<file path="src/inc/oss_pkg.sv">
// Package: constants and types for the strap startup control block
package oss_pkg;

    // Clock rate and time base
    localparam int unsigned OSS_CLK_HZ = 25_000_000;
    localparam int unsigned OSS_DELAY_STEP_S = 12;
    // Cycles in one second; the divider terminal count is one less
    localparam int unsigned OSS_SEC_CYCLES = OSS_CLK_HZ;
    localparam int unsigned OSS_SEC_CNT_W = 25;
    localparam logic [OSS_SEC_CNT_W-1:0] OSS_SEC_LAST =
        OSS_SEC_CNT_W'(OSS_SEC_CYCLES - 1);

    // SCSI ID width (wide bus, 16 targets)
    localparam int unsigned OSS_ID_W = 4;
    // Delay in seconds fits ID*12 = 180 max
    localparam int unsigned OSS_DSEC_W = 8;
    localparam logic [OSS_DSEC_W-1:0] OSS_STEP = 8'h0C;
    localparam logic [OSS_DSEC_W-1:0] OSS_DSEC_ZERO = 8'h00;
    localparam logic [OSS_SEC_CNT_W-1:0] OSS_SEC_ZERO = 25'h000_0000;

    // Captured strap set
    typedef struct packed {
        logic force_single_ended_strap;
        logic delayed_spinup_strap;
        logic await_start_command_strap;
        logic write_protect_strap;
        logic parity_disable_strap;
        logic [OSS_ID_W-1:0] scsi_id;
    } oss_straps_s;

    localparam oss_straps_s OSS_STRAPS_RESET = '0;

    // Spindle sequencing states
    typedef enum logic [1:0] {
        OSS_CAPTURE,
        OSS_WAIT_CMD,
        OSS_DELAY,
        OSS_RUN
    } oss_state_e;

endpackage : oss_pkg

</file>
<file path="src/rtl/oss_sec_tick.sv">
// One-second enable pulse divider for the strap startup control block
`timescale 1ns/1ps
`default_nettype none
module oss_sec_tick
    import oss_pkg::*;
(
    // Clock and reset
    input wire logic clk_in,
    input wire logic resetn_in,
    // Control
    input wire logic run_in,
    // Output
    output logic tick_out
);

    logic [OSS_SEC_CNT_W-1:0] count; // Cycles within the current second

    // Count while enabled; restart from zero whenever stopped
    always_ff @(posedge clk_in or negedge resetn_in) begin
        if (!resetn_in) begin
            count <= OSS_SEC_ZERO;
        end else if (!run_in || count == OSS_SEC_LAST) begin
            count <= OSS_SEC_ZERO;
        end else begin
            count <= count + 1'b1;
        end
    end

    // Pulse on the last cycle of each full second
    assign tick_out = run_in && (count == OSS_SEC_LAST);

endmodule : oss_sec_tick
`default_nettype wire

</file>
<file path="src/rtl/oss_startup_ctrl.sv">
// Strap capture, spindle start sequencing and option control for the drive
`timescale 1ns/1ps
`default_nettype none
module oss_startup_ctrl
    import oss_pkg::*;
(
    // Clock and reset
    input wire logic clk_in,
    input wire logic resetn_in,
    // Jumper straps and drive ID (static levels)
    input wire logic force_single_ended_strap_in,
    input wire logic delayed_spinup_strap_in,
    input wire logic await_start_command_strap_in,
    input wire logic write_protect_strap_in,
    input wire logic parity_disable_strap_in,
    input wire logic [OSS_ID_W-1:0] scsi_id_in,
    // Bus side
    input wire logic differential_sense_line_in,
    input wire logic start_unit_cmd_in,
    input wire logic parity_error_in,
    input wire logic media_write_req_in,
    // Spindle and option outputs
    output logic spindle_start_out,
    output logic write_protect_out,
    output logic write_allow_out,
    output logic parity_check_enable_out,
    output logic parity_error_report_out,
    output logic single_ended_mode_out,
    output logic config_valid_out
);

    ////////////////////////////////////////////////////////////////////////////
    // Storage

    oss_straps_s straps;       // Straps as seen at reset release
    oss_state_e state;         // Spindle sequencing state
    oss_state_e next_state;    // Next sequencing state
    logic [OSS_DSEC_W-1:0] delay_left; // Seconds still to wait
    logic sec_tick;            // One pulse per second while delaying
    logic mode_se;             // Transceiver mode register
    logic force_se_now;        // Force strap: raw at capture, captured afterwards

    ////////////////////////////////////////////////////////////////////////////
    // Strap capture

    // Taken once on the first clock after release; later changes are ignored
    // because the capture state is never re-entered without a reset
    always_ff @(posedge clk_in or negedge resetn_in) begin
        if (!resetn_in) begin
            straps <= OSS_STRAPS_RESET;
        end else if (state == OSS_CAPTURE) begin
            straps.force_single_ended_strap <= force_single_ended_strap_in;
            straps.delayed_spinup_strap <= delayed_spinup_strap_in;
            straps.await_start_command_strap <= await_start_command_strap_in;
            straps.write_protect_strap <= write_protect_strap_in;
            straps.parity_disable_strap <= parity_disable_strap_in;
            straps.scsi_id <= scsi_id_in;
        end
    end

    ////////////////////////////////////////////////////////////////////////////
    // Spindle sequencing

    // Choose the path after capture from the freshly sampled straps
    always_comb begin
        next_state = state;
        case (state)
            OSS_CAPTURE: begin
                if (await_start_command_strap_in) begin
                    next_state = OSS_WAIT_CMD;
                end else if (delayed_spinup_strap_in && scsi_id_in != '0) begin
                    next_state = OSS_DELAY;
                end else begin
                    next_state = OSS_RUN;
                end
            end
            OSS_WAIT_CMD: begin
                if (start_unit_cmd_in) begin
                    next_state = OSS_RUN;
                end
            end
            OSS_DELAY: begin
                // Last second expiring ends the wait
                if (sec_tick && delay_left == OSS_DSEC_W'(1)) begin
                    next_state = OSS_RUN;
                end
            end
            OSS_RUN: begin
                next_state = OSS_RUN;
            end
            default: begin
                next_state = OSS_CAPTURE;
            end
        endcase
    end

    // State register
    always_ff @(posedge clk_in or negedge resetn_in) begin
        if (!resetn_in) begin
            state <= OSS_CAPTURE;
        end else begin
            state <= next_state;
        end
    end

    // Delay in seconds: ID times the step, loaded at capture
    always_ff @(posedge clk_in or negedge resetn_in) begin
        if (!resetn_in) begin
            delay_left <= OSS_DSEC_ZERO;
        end else if (state == OSS_CAPTURE) begin
            delay_left <= OSS_DSEC_W'(scsi_id_in * OSS_STEP);
        end else if (state == OSS_DELAY && sec_tick) begin
            delay_left <= delay_left - 1'b1;
        end
    end

    // Seconds base; only runs during the delay so it restarts cleanly
    oss_sec_tick u_sec_tick (
        .clk_in(clk_in),
        .resetn_in(resetn_in),
        .run_in(state == OSS_DELAY),
        .tick_out(sec_tick)
    );

    // Spindle run request is registered from the next-state decode
    always_ff @(posedge clk_in or negedge resetn_in) begin
        if (!resetn_in) begin
            spindle_start_out <= 1'b0;
        end else begin
            spindle_start_out <= (next_state == OSS_RUN);
        end
    end

    ////////////////////////////////////////////////////////////////////////////
    // Options

    // At the capture edge the raw strap decides, so a forced drive never
    // shows differential mode for the one cycle before its straps settle
    assign force_se_now = (state == OSS_CAPTURE) ? force_single_ended_strap_in :
        straps.force_single_ended_strap;

    // Transceiver mode; sense line is live but the force strap wins
    always_ff @(posedge clk_in or negedge resetn_in) begin
        if (!resetn_in) begin
            mode_se <= 1'b1;
        end else if (force_se_now) begin
            mode_se <= 1'b1;
        end else begin
            mode_se <= differential_sense_line_in;
        end
    end

    // Valid from the first edge after release; the capture state never returns
    assign config_valid_out = (state != OSS_CAPTURE);
    assign single_ended_mode_out = mode_se;
    // Protected until capture so no write slips through at power-up
    assign write_protect_out = straps.write_protect_strap || !config_valid_out;
    assign write_allow_out = media_write_req_in && !write_protect_out;
    // Parity gating follows the captured strap only, never the live pin
    assign parity_check_enable_out = !straps.parity_disable_strap;
    assign parity_error_report_out = parity_error_in && parity_check_enable_out;

    ////////////////////////////////////////////////////////////////////////////
    // Checks

    a_straps_held: assert property (@(posedge clk_in) disable iff (!resetn_in)
        config_valid_out && $past(config_valid_out) |-> $stable(straps))
        else $error("straps changed after capture");
    a_wait_no_spin: assert property (@(posedge clk_in) disable iff (!resetn_in)
        state == OSS_WAIT_CMD && !start_unit_cmd_in |=> !spindle_start_out)
        else $error("spindle started without command");
    a_cmd_spin: assert property (@(posedge clk_in) disable iff (!resetn_in)
        state == OSS_WAIT_CMD && start_unit_cmd_in |=> spindle_start_out)
        else $error("command did not start spindle");
    a_both_straps: assert property (@(posedge clk_in) disable iff (!resetn_in)
        state == OSS_CAPTURE && await_start_command_strap_in && delayed_spinup_strap_in
        |=> state == OSS_WAIT_CMD)
        else $error("delay not overridden");
    a_immediate_spin: assert property (@(posedge clk_in) disable iff (!resetn_in)
        state == OSS_CAPTURE && !await_start_command_strap_in && !delayed_spinup_strap_in
        |=> spindle_start_out)
        else $error("no immediate spin up");
    a_delay_load: assert property (@(posedge clk_in) disable iff (!resetn_in)
        state == OSS_CAPTURE |=> delay_left == OSS_DSEC_W'(straps.scsi_id * OSS_STEP))
        else $error("wrong start delay");
    a_delay_hold: assert property (@(posedge clk_in) disable iff (!resetn_in)
        state == OSS_DELAY && delay_left != OSS_DSEC_ZERO |-> !spindle_start_out)
        else $error("spindle early in delay");
    a_wp_block: assert property (@(posedge clk_in) disable iff (!resetn_in)
        straps.write_protect_strap |-> !write_allow_out)
        else $error("write passed while protected");
    a_parity_off: assert property (@(posedge clk_in) disable iff (!resetn_in)
        straps.parity_disable_strap |-> !parity_error_report_out && !parity_check_enable_out)
        else $error("parity reported while disabled");
    a_parity_on: assert property (@(posedge clk_in) disable iff (!resetn_in)
        config_valid_out && !straps.parity_disable_strap && parity_error_in
        |-> parity_error_report_out)
        else $error("parity error not reported");
    a_force_se: assert property (@(posedge clk_in) disable iff (!resetn_in)
        config_valid_out && straps.force_single_ended_strap |-> single_ended_mode_out)
        else $error("force single ended ignored");
    a_sense_follow: assert property (@(posedge clk_in) disable iff (!resetn_in)
        config_valid_out && !straps.force_single_ended_strap
        |=> single_ended_mode_out == $past(differential_sense_line_in))
        else $error("mode does not follow sense line");
    a_await_no_delay: assert property (@(posedge clk_in) disable iff (!resetn_in)
        config_valid_out && straps.await_start_command_strap |-> state != OSS_DELAY)
        else $error("delay taken with await strap");
    a_no_strap_run: assert property (@(posedge clk_in) disable iff (!resetn_in)
        config_valid_out && !straps.await_start_command_strap && !straps.delayed_spinup_strap
        |-> spindle_start_out)
        else $error("spindle idle without straps");
    a_id_zero_run: assert property (@(posedge clk_in) disable iff (!resetn_in)
        config_valid_out && !straps.await_start_command_strap && straps.scsi_id == '0
        |-> spindle_start_out)
        else $error("ID zero start was delayed");

    c_wait_cmd: cover property (@(posedge clk_in) disable iff (!resetn_in)
        state == OSS_WAIT_CMD ##1 state == OSS_RUN);
    c_delay_done: cover property (@(posedge clk_in) disable iff (!resetn_in)
        state == OSS_DELAY ##1 state == OSS_RUN);
    c_immediate: cover property (@(posedge clk_in) disable iff (!resetn_in)
        state == OSS_CAPTURE ##1 state == OSS_RUN);
    c_wait_entered: cover property (@(posedge clk_in) disable iff (!resetn_in)
        state == OSS_CAPTURE ##1 state == OSS_WAIT_CMD);
    c_delay_entered: cover property (@(posedge clk_in) disable iff (!resetn_in)
        state == OSS_CAPTURE ##1 state == OSS_DELAY);

endmodule : oss_startup_ctrl
`default_nettype wire

</file>
<file path="config.mk">
export PLATFORM = sky130hd
export DESIGN_NAME = oss_startup_ctrl
export DESIGN_NICKNAME = d
export VERILOG_FILES = /design/src/inc/oss_pkg.sv /design/src/rtl/oss_sec_tick.sv /design/src/rtl/oss_startup_ctrl.sv
export SDC_FILE = /design/constraint.sdc
export NUM_CORES = 1
export LEC_CHECK = 0
export BUFFER_PORTS_ARGS = -buffer_cell sky130_fd_sc_hd__buf_2
export CORE_MARGIN = 10
export CORE_UTILIZATION = 45
export CTS_CLUSTER_DIAMETER = 60
export DETAILED_ROUTE_END_ITERATION = 6
export RECOVER_POWER = 100
export SLEW_MARGIN = 0
export SYNTH_ARGS = -nofsm -noshare
export SYNTH_HDL_FRONTEND = slang
export SYNTH_SLANG_ARGS = --single-unit
</file>
<file path="constraint.sdc">
create_clock -name clk_in -period 2.9 [get_ports clk_in]
set_clock_uncertainty 0.1 [all_clocks]
set_input_delay 0.725 -clock clk_in [delete_from_list [all_inputs] [get_ports clk_in]]
set_output_delay 0.725 -clock clk_in [all_outputs]
set_load 0.005 [all_outputs]
</file>
==> impl_metrics.tcl, run 1 <==
set metrics [dict create \
    synthCells 244 \
    switching_share_pct 22.2 \
    cp_top_family "buffers and inverters" \
    relSlewSlack_pct 41.3 \
    cp_num_buf_inv 4 \
    hpwl_microns 3540 \
    period_share_pct 89.4 \
    yosysUniqueCellTypes 46 \
    hold_start "straps[5]" \
    path_class "flip-flop to output port" \
    gr-total-overflow 0 \
    path_cells "nor2_1, clkbuf_1, inv_1, clkbuf_2, buf_2" \
    gp_congestion 0.779 \
    crit_arrival_ns 1.77 \
    postLayoutCellArea_sq_mm 0.00259 \
    grt_setup_unrepaired "false" \
    ys_ff_latch 40 \
    reg2reg_slack_ns 0.37 \
    core_sq_mm 0.00485 \
    ys_seq_area_share_pct 43.6 \
    worst-path-max-fanout 14 \
    cpPeakStageDelay_ns 0.47 \
    p_clk_share_pct 41.2 \
    syn-num-nets 270 \
    r2r-start "u_sec_tick.count[0]" \
    async_flop_share_pct 100 \
    yosysWarnings 0 \
    cts-root-buf "clkbuf_8" \
    diodes 0 \
    dr.first_iter.drc_count 108 \
    post-route-min-period_ns 2.59 \
    cts_resized 0 \
    cts_max_path_buffers 2 \
    grt_pass1_wl_microns 8430 \
    max_slew.worst_pin.slew_ns 0.880 \
    grt_max_degree 41 \
    hold-path-endpoint "straps[5]" \
    clk_pin_slew_ns 0.07 \
    synthTopCellsByCount "39 x dfrtp_1, 25 x nor2_1, 18 x inv_1" \
    final-hold-violation-count 0 \
    slew_violations 0 \
    numCtsBuffers 5 \
    p_sw_mw 0.254 \
    clock-sinks 40 \
    power.internal_mw 0.893 \
    cts_hold_buf 0 \
    outcome "complete, no violations" \
    synth_area_leaders "dfrtp_1 42%, ha_1 5.4%, or4_1 4.6%" \
    crit_path_end_kind "output port" \
    die_h_microns 91.5 \
    fin_setup_tns_ns 0 \
    power.share.combinational_pct 7.6 \
    fmax_mhz 386 \
    insertion_delay_ns 0.29 \
    fin_total_pwr_mw 1.15 \
    fin_nets 295 \
    vias 1853 \
    vdd_drop_max_uv 206 \
    startpoint "state[0]" \
    synth_most_common_cell "dfrtp_1" \
    drive_above_1_share_pct 14.1 \
    grt_pass1_vias 1771 \
    rows 25 \
    synth_edf_count 0 \
    syn_area_per_cell_sq_um 9.42 \
    postRouteAntennaNets 0 \
    drcViolationCount 0 \
    initial_utilization_pct 47.4 \
    wl_per_cell_microns 14.2 \
    syn_area_sq_mm 0.00230 \
    crit_slowest_cell "dfrtp_1" \
    drt_pass1_iterations 4 \
    holdPathStages 2 \
    cp_data_required_time_ns 2.08 \
    io_pins 22 \
    track_usage_pct 12.0 \
    setup_viol 0 \
    routed_wl_microns 4800 \
    powerDensity_mw_per_mm2 443 \
    maxCapViolCount 0 \
    power_frac_seq_pct 51.2 \
    synth_top_area_cell "dfrtp_1" \
    die_w_microns 91.5 \
    antenna_found_initial 0 \
    hold_class "flip-flop to flip-flop" \
    crit_path_start_kind "flip-flop" \
    reg2reg_to "u_sec_tick.count[10]" \
    cts_tree "built" \
    synth.top_cell.area_share_pct 42.5 \
    r2r.worst_path.cells 6 \
    io_buffer_count 21 \
    viasPerCell 5.50 \
    synthFlopType "dfrtp_1" \
    postCtsSetupBuffers 0 \
    htreeDepth 2 \
    synthToLayoutAreaGrowth_pct 12.6 \
    dieArea_sq_mm 0.00837 \
    dpl_cell_area_sq_mm 0.00249 \
    p_leak_nw 0.996 \
]
power groups by stage:
stage	Clock, mW	Sequential, mW	Combinational [mW]
after global placement	0	0.599	0.0905
after global routing	0.519	0.591	0.101
final	0.473	0.588	0.0871
after CTS	0.491	0.588	0.0922
after detailed placement	0	0.599	0.0912
after floorplan	0	0.596	0.0518
registers in the layout, indices dropped and copies added, names as in the netlist:
| name | cells |
|---|---|
| delay_left | 8 |
| single_ended_mode_out | 1 |
| spindle_start_out | 1 |
| state | 2 |
| straps | 3 |
| u_sec_tick.count | 25 |
worst max path at each step:
stage	slack [ns]	cells after the start	end
CTS	0.43	5	delay_left[7]
floorplan	0.71	4	spindle_start_out
global route	0.15	5	config_valid_out
finish	0.31	5	config_valid_out
global placement	0.53	5	delay_left[7]
detailed placement	0.44	5	delay_left[5]
worst reg2reg max path: stages (launching register included):
cell and delay (ns):
dfrtp_1 0.39, ha_1 0.24, nand4_1 0.14, or4_1 0.75
o21ai_1 0.21, clkbuf_2 0.45, nor2_1 0.12
cell type report:
| cell class | instances | area [sq um] |
|---|---|---|
| fill | 465 | 2260 |
| multi-input combinational | 178 | 1190 |
| inverter | 18 | 67.6 |
| clock inverter | 2 | 38.8 |
| timing repair buffer | 26 | 126 |
| clock buffer | 6 | 82.6 |
| sequential | 40 | 1000 |
| tap | 67 | 83.8 |
cell families (layout without fill, tap and decap cells):
logic type,Yosys count,after routing,share of synthesized area [%]
buf+inv,26,52,4.57
flops,40,40,43.6
compound gates,42,42,12.6
fa+ha+maj,11,11,6.31
xor+xnor,15,15,5.72
simple gates,110,110,27.2
layout by cell type (no fill, tap or decap), types with 3 or more instances in the layout:
cell type  count
a21oi_1       10
or3_1          3
clkbuf_8       6
nand3_1        9
nand2_1       17
clkbuf_1       7
ha_1          10
a31oi_1        4
nand4_1        9
nand2b_1       3
or2_2          3
nor2_1        25
xor2_1         6
nor3_1         3
dfrtp_1       39
xnor2_1        9
inv_1         18
o31ai_1       10
nor4_1         7
nor2b_1        3
or4_1         15
buf_2         15
metal layers:
layer / part of all wire [%] / track usage, %
met1: 52 / 16.2
met2: 42 / 17.8
met3: 5.3 / 4.20
met4: 1.0 / 3.13
met5: 0 / 0
stage by stage:
| step | setup WS, ns | cells | hold slack (ns) | utilization, % |
|---|---|---|---|---|
| 2_1_floorplan | 0.709 | 244 | 0.329 | - |
| 5_1_grt | 0.153 | 337 | 0.397 | 53.4 |
| 3_3_place_gp | 0.529 | 329 | 0.352 | 51.3 |
| 6_report | 0.307 | 337 | 0.366 | 53.4 |
| 3_5_place_dp | 0.441 | 329 | 0.353 | 51.3 |
| 4_1_cts | 0.428 | 337 | 0.372 | 53.8 |
(Power assumes the default switching activity.)
==> run 2: changes to the inputs <==
--- a/config.mk
+++ b/config.mk
@@ -9,7 +9,9 @@
 export CORE_MARGIN = 10
 export CORE_UTILIZATION = 45
 export CTS_CLUSTER_DIAMETER = 60
+export CTS_CLUSTER_SIZE = 25
 export DETAILED_ROUTE_END_ITERATION = 6
+export PLACE_DENSITY = 0.66
 export RECOVER_POWER = 100
 export SLEW_MARGIN = 0
 export SYNTH_ARGS = -nofsm -noshare
==> constraint.sdc (replaced) <==
create_clock -name clk_in -period 2.3 [get_ports clk_in]
set_clock_uncertainty 0.1 [all_clocks]
set_input_delay 0.575 -clock clk_in [delete_from_list [all_inputs] [get_ports clk_in]]
set_output_delay 0.575 -clock clk_in [all_outputs]
set_load 0.005 [all_outputs]
==> run 2 against run 1 <==
Against the previous run: sequential power is 26% higher; die area stayed put; worst hold slack better by 0.00079 ns; clock-buffer cell count stayed put; core utilization is 1.9 points higher; via count is 4.6% higher; largest power group unchanged; highest routed layer unchanged.
==> impl_metrics.tcl, run 2 (same netlist as run 1, synthesis figures left out) <==
set metrics [dict create \
    gp_congestion 0.855 \
    synthToLayoutAreaGrowth_pct 16.7 \
    vias 1939 \
    worst-path-max-fanout 4 \
    instances_no_fill 352 \
    viasPerCell 5.51 \
    slew_violations 0 \
    initial_utilization_pct 47.4 \
    fin_nets 311 \
    whs_ns 0.367 \
    maxCapViolCount 0 \
    grt_setup_unrepaired "false" \
    wl_per_cell_microns 14.2 \
    rows 25 \
    dr.first_iter.drc_count 124 \
    gr-total-overflow 0 \
    cp_data_required_time_ns 2.40 \
    vdd_drop_max_uv 332 \
    reg_top3 "u_sec_tick.count: 25 flops, delay_left: 8 flops, straps: 3 flops" \
    cts_tree "built" \
    post-route-min-period_ns 2.23 \
    max_slew.worst_pin.slew_ns 1.07 \
    hold_class "input pin to asynchronous set/reset pin" \
    pre_cts_ws_ns 0.0662 \
    final-hold-violation-count 0 \
    crit_path_end_kind "flip-flop" \
    period_share_pct 96.9 \
    drive_above_1_share_pct 17.9 \
    numCtsBuffers 5 \
    cp_top_family "simple AND/OR/NAND/NOR gates" \
    regMostFlops "u_sec_tick.count" \
    fin_setup_tns_ns 0 \
    cp_num_buf_inv 0 \
    dieArea_sq_mm 0.00837 \
    routed_wl_microns 5000 \
    setup_ws_ns 0.0709 \
    cts-root-buf "clkbuf_8" \
    path_cells "or4_4, or4b_1, or4_4, a211oi_2" \
    powerDensity_mw_per_mm2 481 \
    drcViolationCount 0 \
    core_sq_mm 0.00485 \
    drt_pass1_iterations 4 \
    largest_register_ffs 25 \
    cpPeakStageDelay_ns 0.54 \
    grt_max_degree 25 \
    crit_path_start_kind "flip-flop" \
    crit_slowest_cell "or4_4" \
    die_w_microns 91.5 \
    grt_pass1_vias 1832 \
    clk_pin_slew_ns 0.07 \
    fmax_mhz 449 \
    outcome "complete, no violations" \
    htreeDepth 2 \
    fill_cells 466 \
    antenna_found_initial 0 \
    cts_hold_buf 0 \
    setup_viol 0 \
    path_class "flip-flop to flip-flop" \
    layout_common_cells "39 x dfrtp_1, 25 x nor2_1, 18 x inv_1, 17 x nand2_1, 16 x buf_4" \
    crit_path_frequent_cell "or4_4" \
    io_buffer_count 21 \
    p_leak_nw 1.06 \
    grt_pass1_wl_microns 8630 \
    track_usage_pct 12.0 \
    relSlewSlack_pct 28.6 \
    dp.cells 343 \
    crit_arrival_ns 2.32 \
    hpwl_microns 3800 \
    insertion_delay_ns 0.28 \
    diodes 0 \
    layout.cells.most_common "dfrtp_1" \
    clock-sinks 40 \
    die_h_microns 91.5 \
    postRouteAntennaNets 0 \
    cts_max_path_buffers 2 \
    io_pins 22 \
]
==> run 2: final timing paths <==
| path | start | endpoint | slack (ns) | cells past startpoint |
|---|---|---|---|---|
| setup reg to reg | delay_left[3] | spindle_start_out | 0.07 | 4 |
| max in group asynchronous | resetn_in | u_sec_tick.count[4] | 0.65 | 2 |
| setup / recovery | delay_left[3] | spindle_start_out | 0.07 | 4 |
| hold reg to reg | u_sec_tick.count[0] | u_sec_tick.count[0] | 0.38 | 1 |
| min in group clk_in | u_sec_tick.count[0] | u_sec_tick.count[0] | 0.38 | 1 |
| hold / removal | resetn_in | straps[5] | 0.37 | 1 |
==> run 2: cell type report <==
| type | count | area, sq um | share of cell area, % |
|---|---|---|---|
| Tap cell | 67 | 83.8 | 3.13 |
| Clock buffer | 6 | 72.6 | 2.71 |
| Multi-Input combinational cell | 178 | 1190 | 44.4 |
| Clock inverter | 1 | 5.00 | 0.187 |
| Timing Repair Buffer | 42 | 260 | 9.70 |
| Inverter | 18 | 67.6 | 2.52 |
| Sequential cell | 40 | 1000 | 37.4 |
==> run 2: report_power, final <==
part,internal [mW],switching (mW)
registers,0.725,0.0141
clock network,0.206,0.218
logic,0.0576,0.0703
==> run 2: timing repair <==
item | 4_1_cts | 5_1_grt
setup buffers | 0 | 2
setup endpoints to repair | 0 | 3
resized for setup | 0 | 2
==> run 2: metrics by stage <==
stage | instance area (sq um) | utilization, % | power [mW]
finish | 2680 | 55.3 | 1.29
floorplan | 2300 | - | 0.817
detailed placement | 2620 | 54.0 | 0.887
global route | 2680 | 55.3 | 1.36
CTS | 2700 | 55.6 | 1.32
global placement | 2620 | 54.0 | 0.885
==> run 2: routing by layer <==
metal	share of wire [%]	routed length [microns]	GRT usage, %	vias up
met1	49	2440	16.5	926
met3	6.2	308	3.70	2
met4	0.36	18	2.35	0
li1	-	-	-	975
met2	45	2240	18.0	36
met5	0	0	0	-
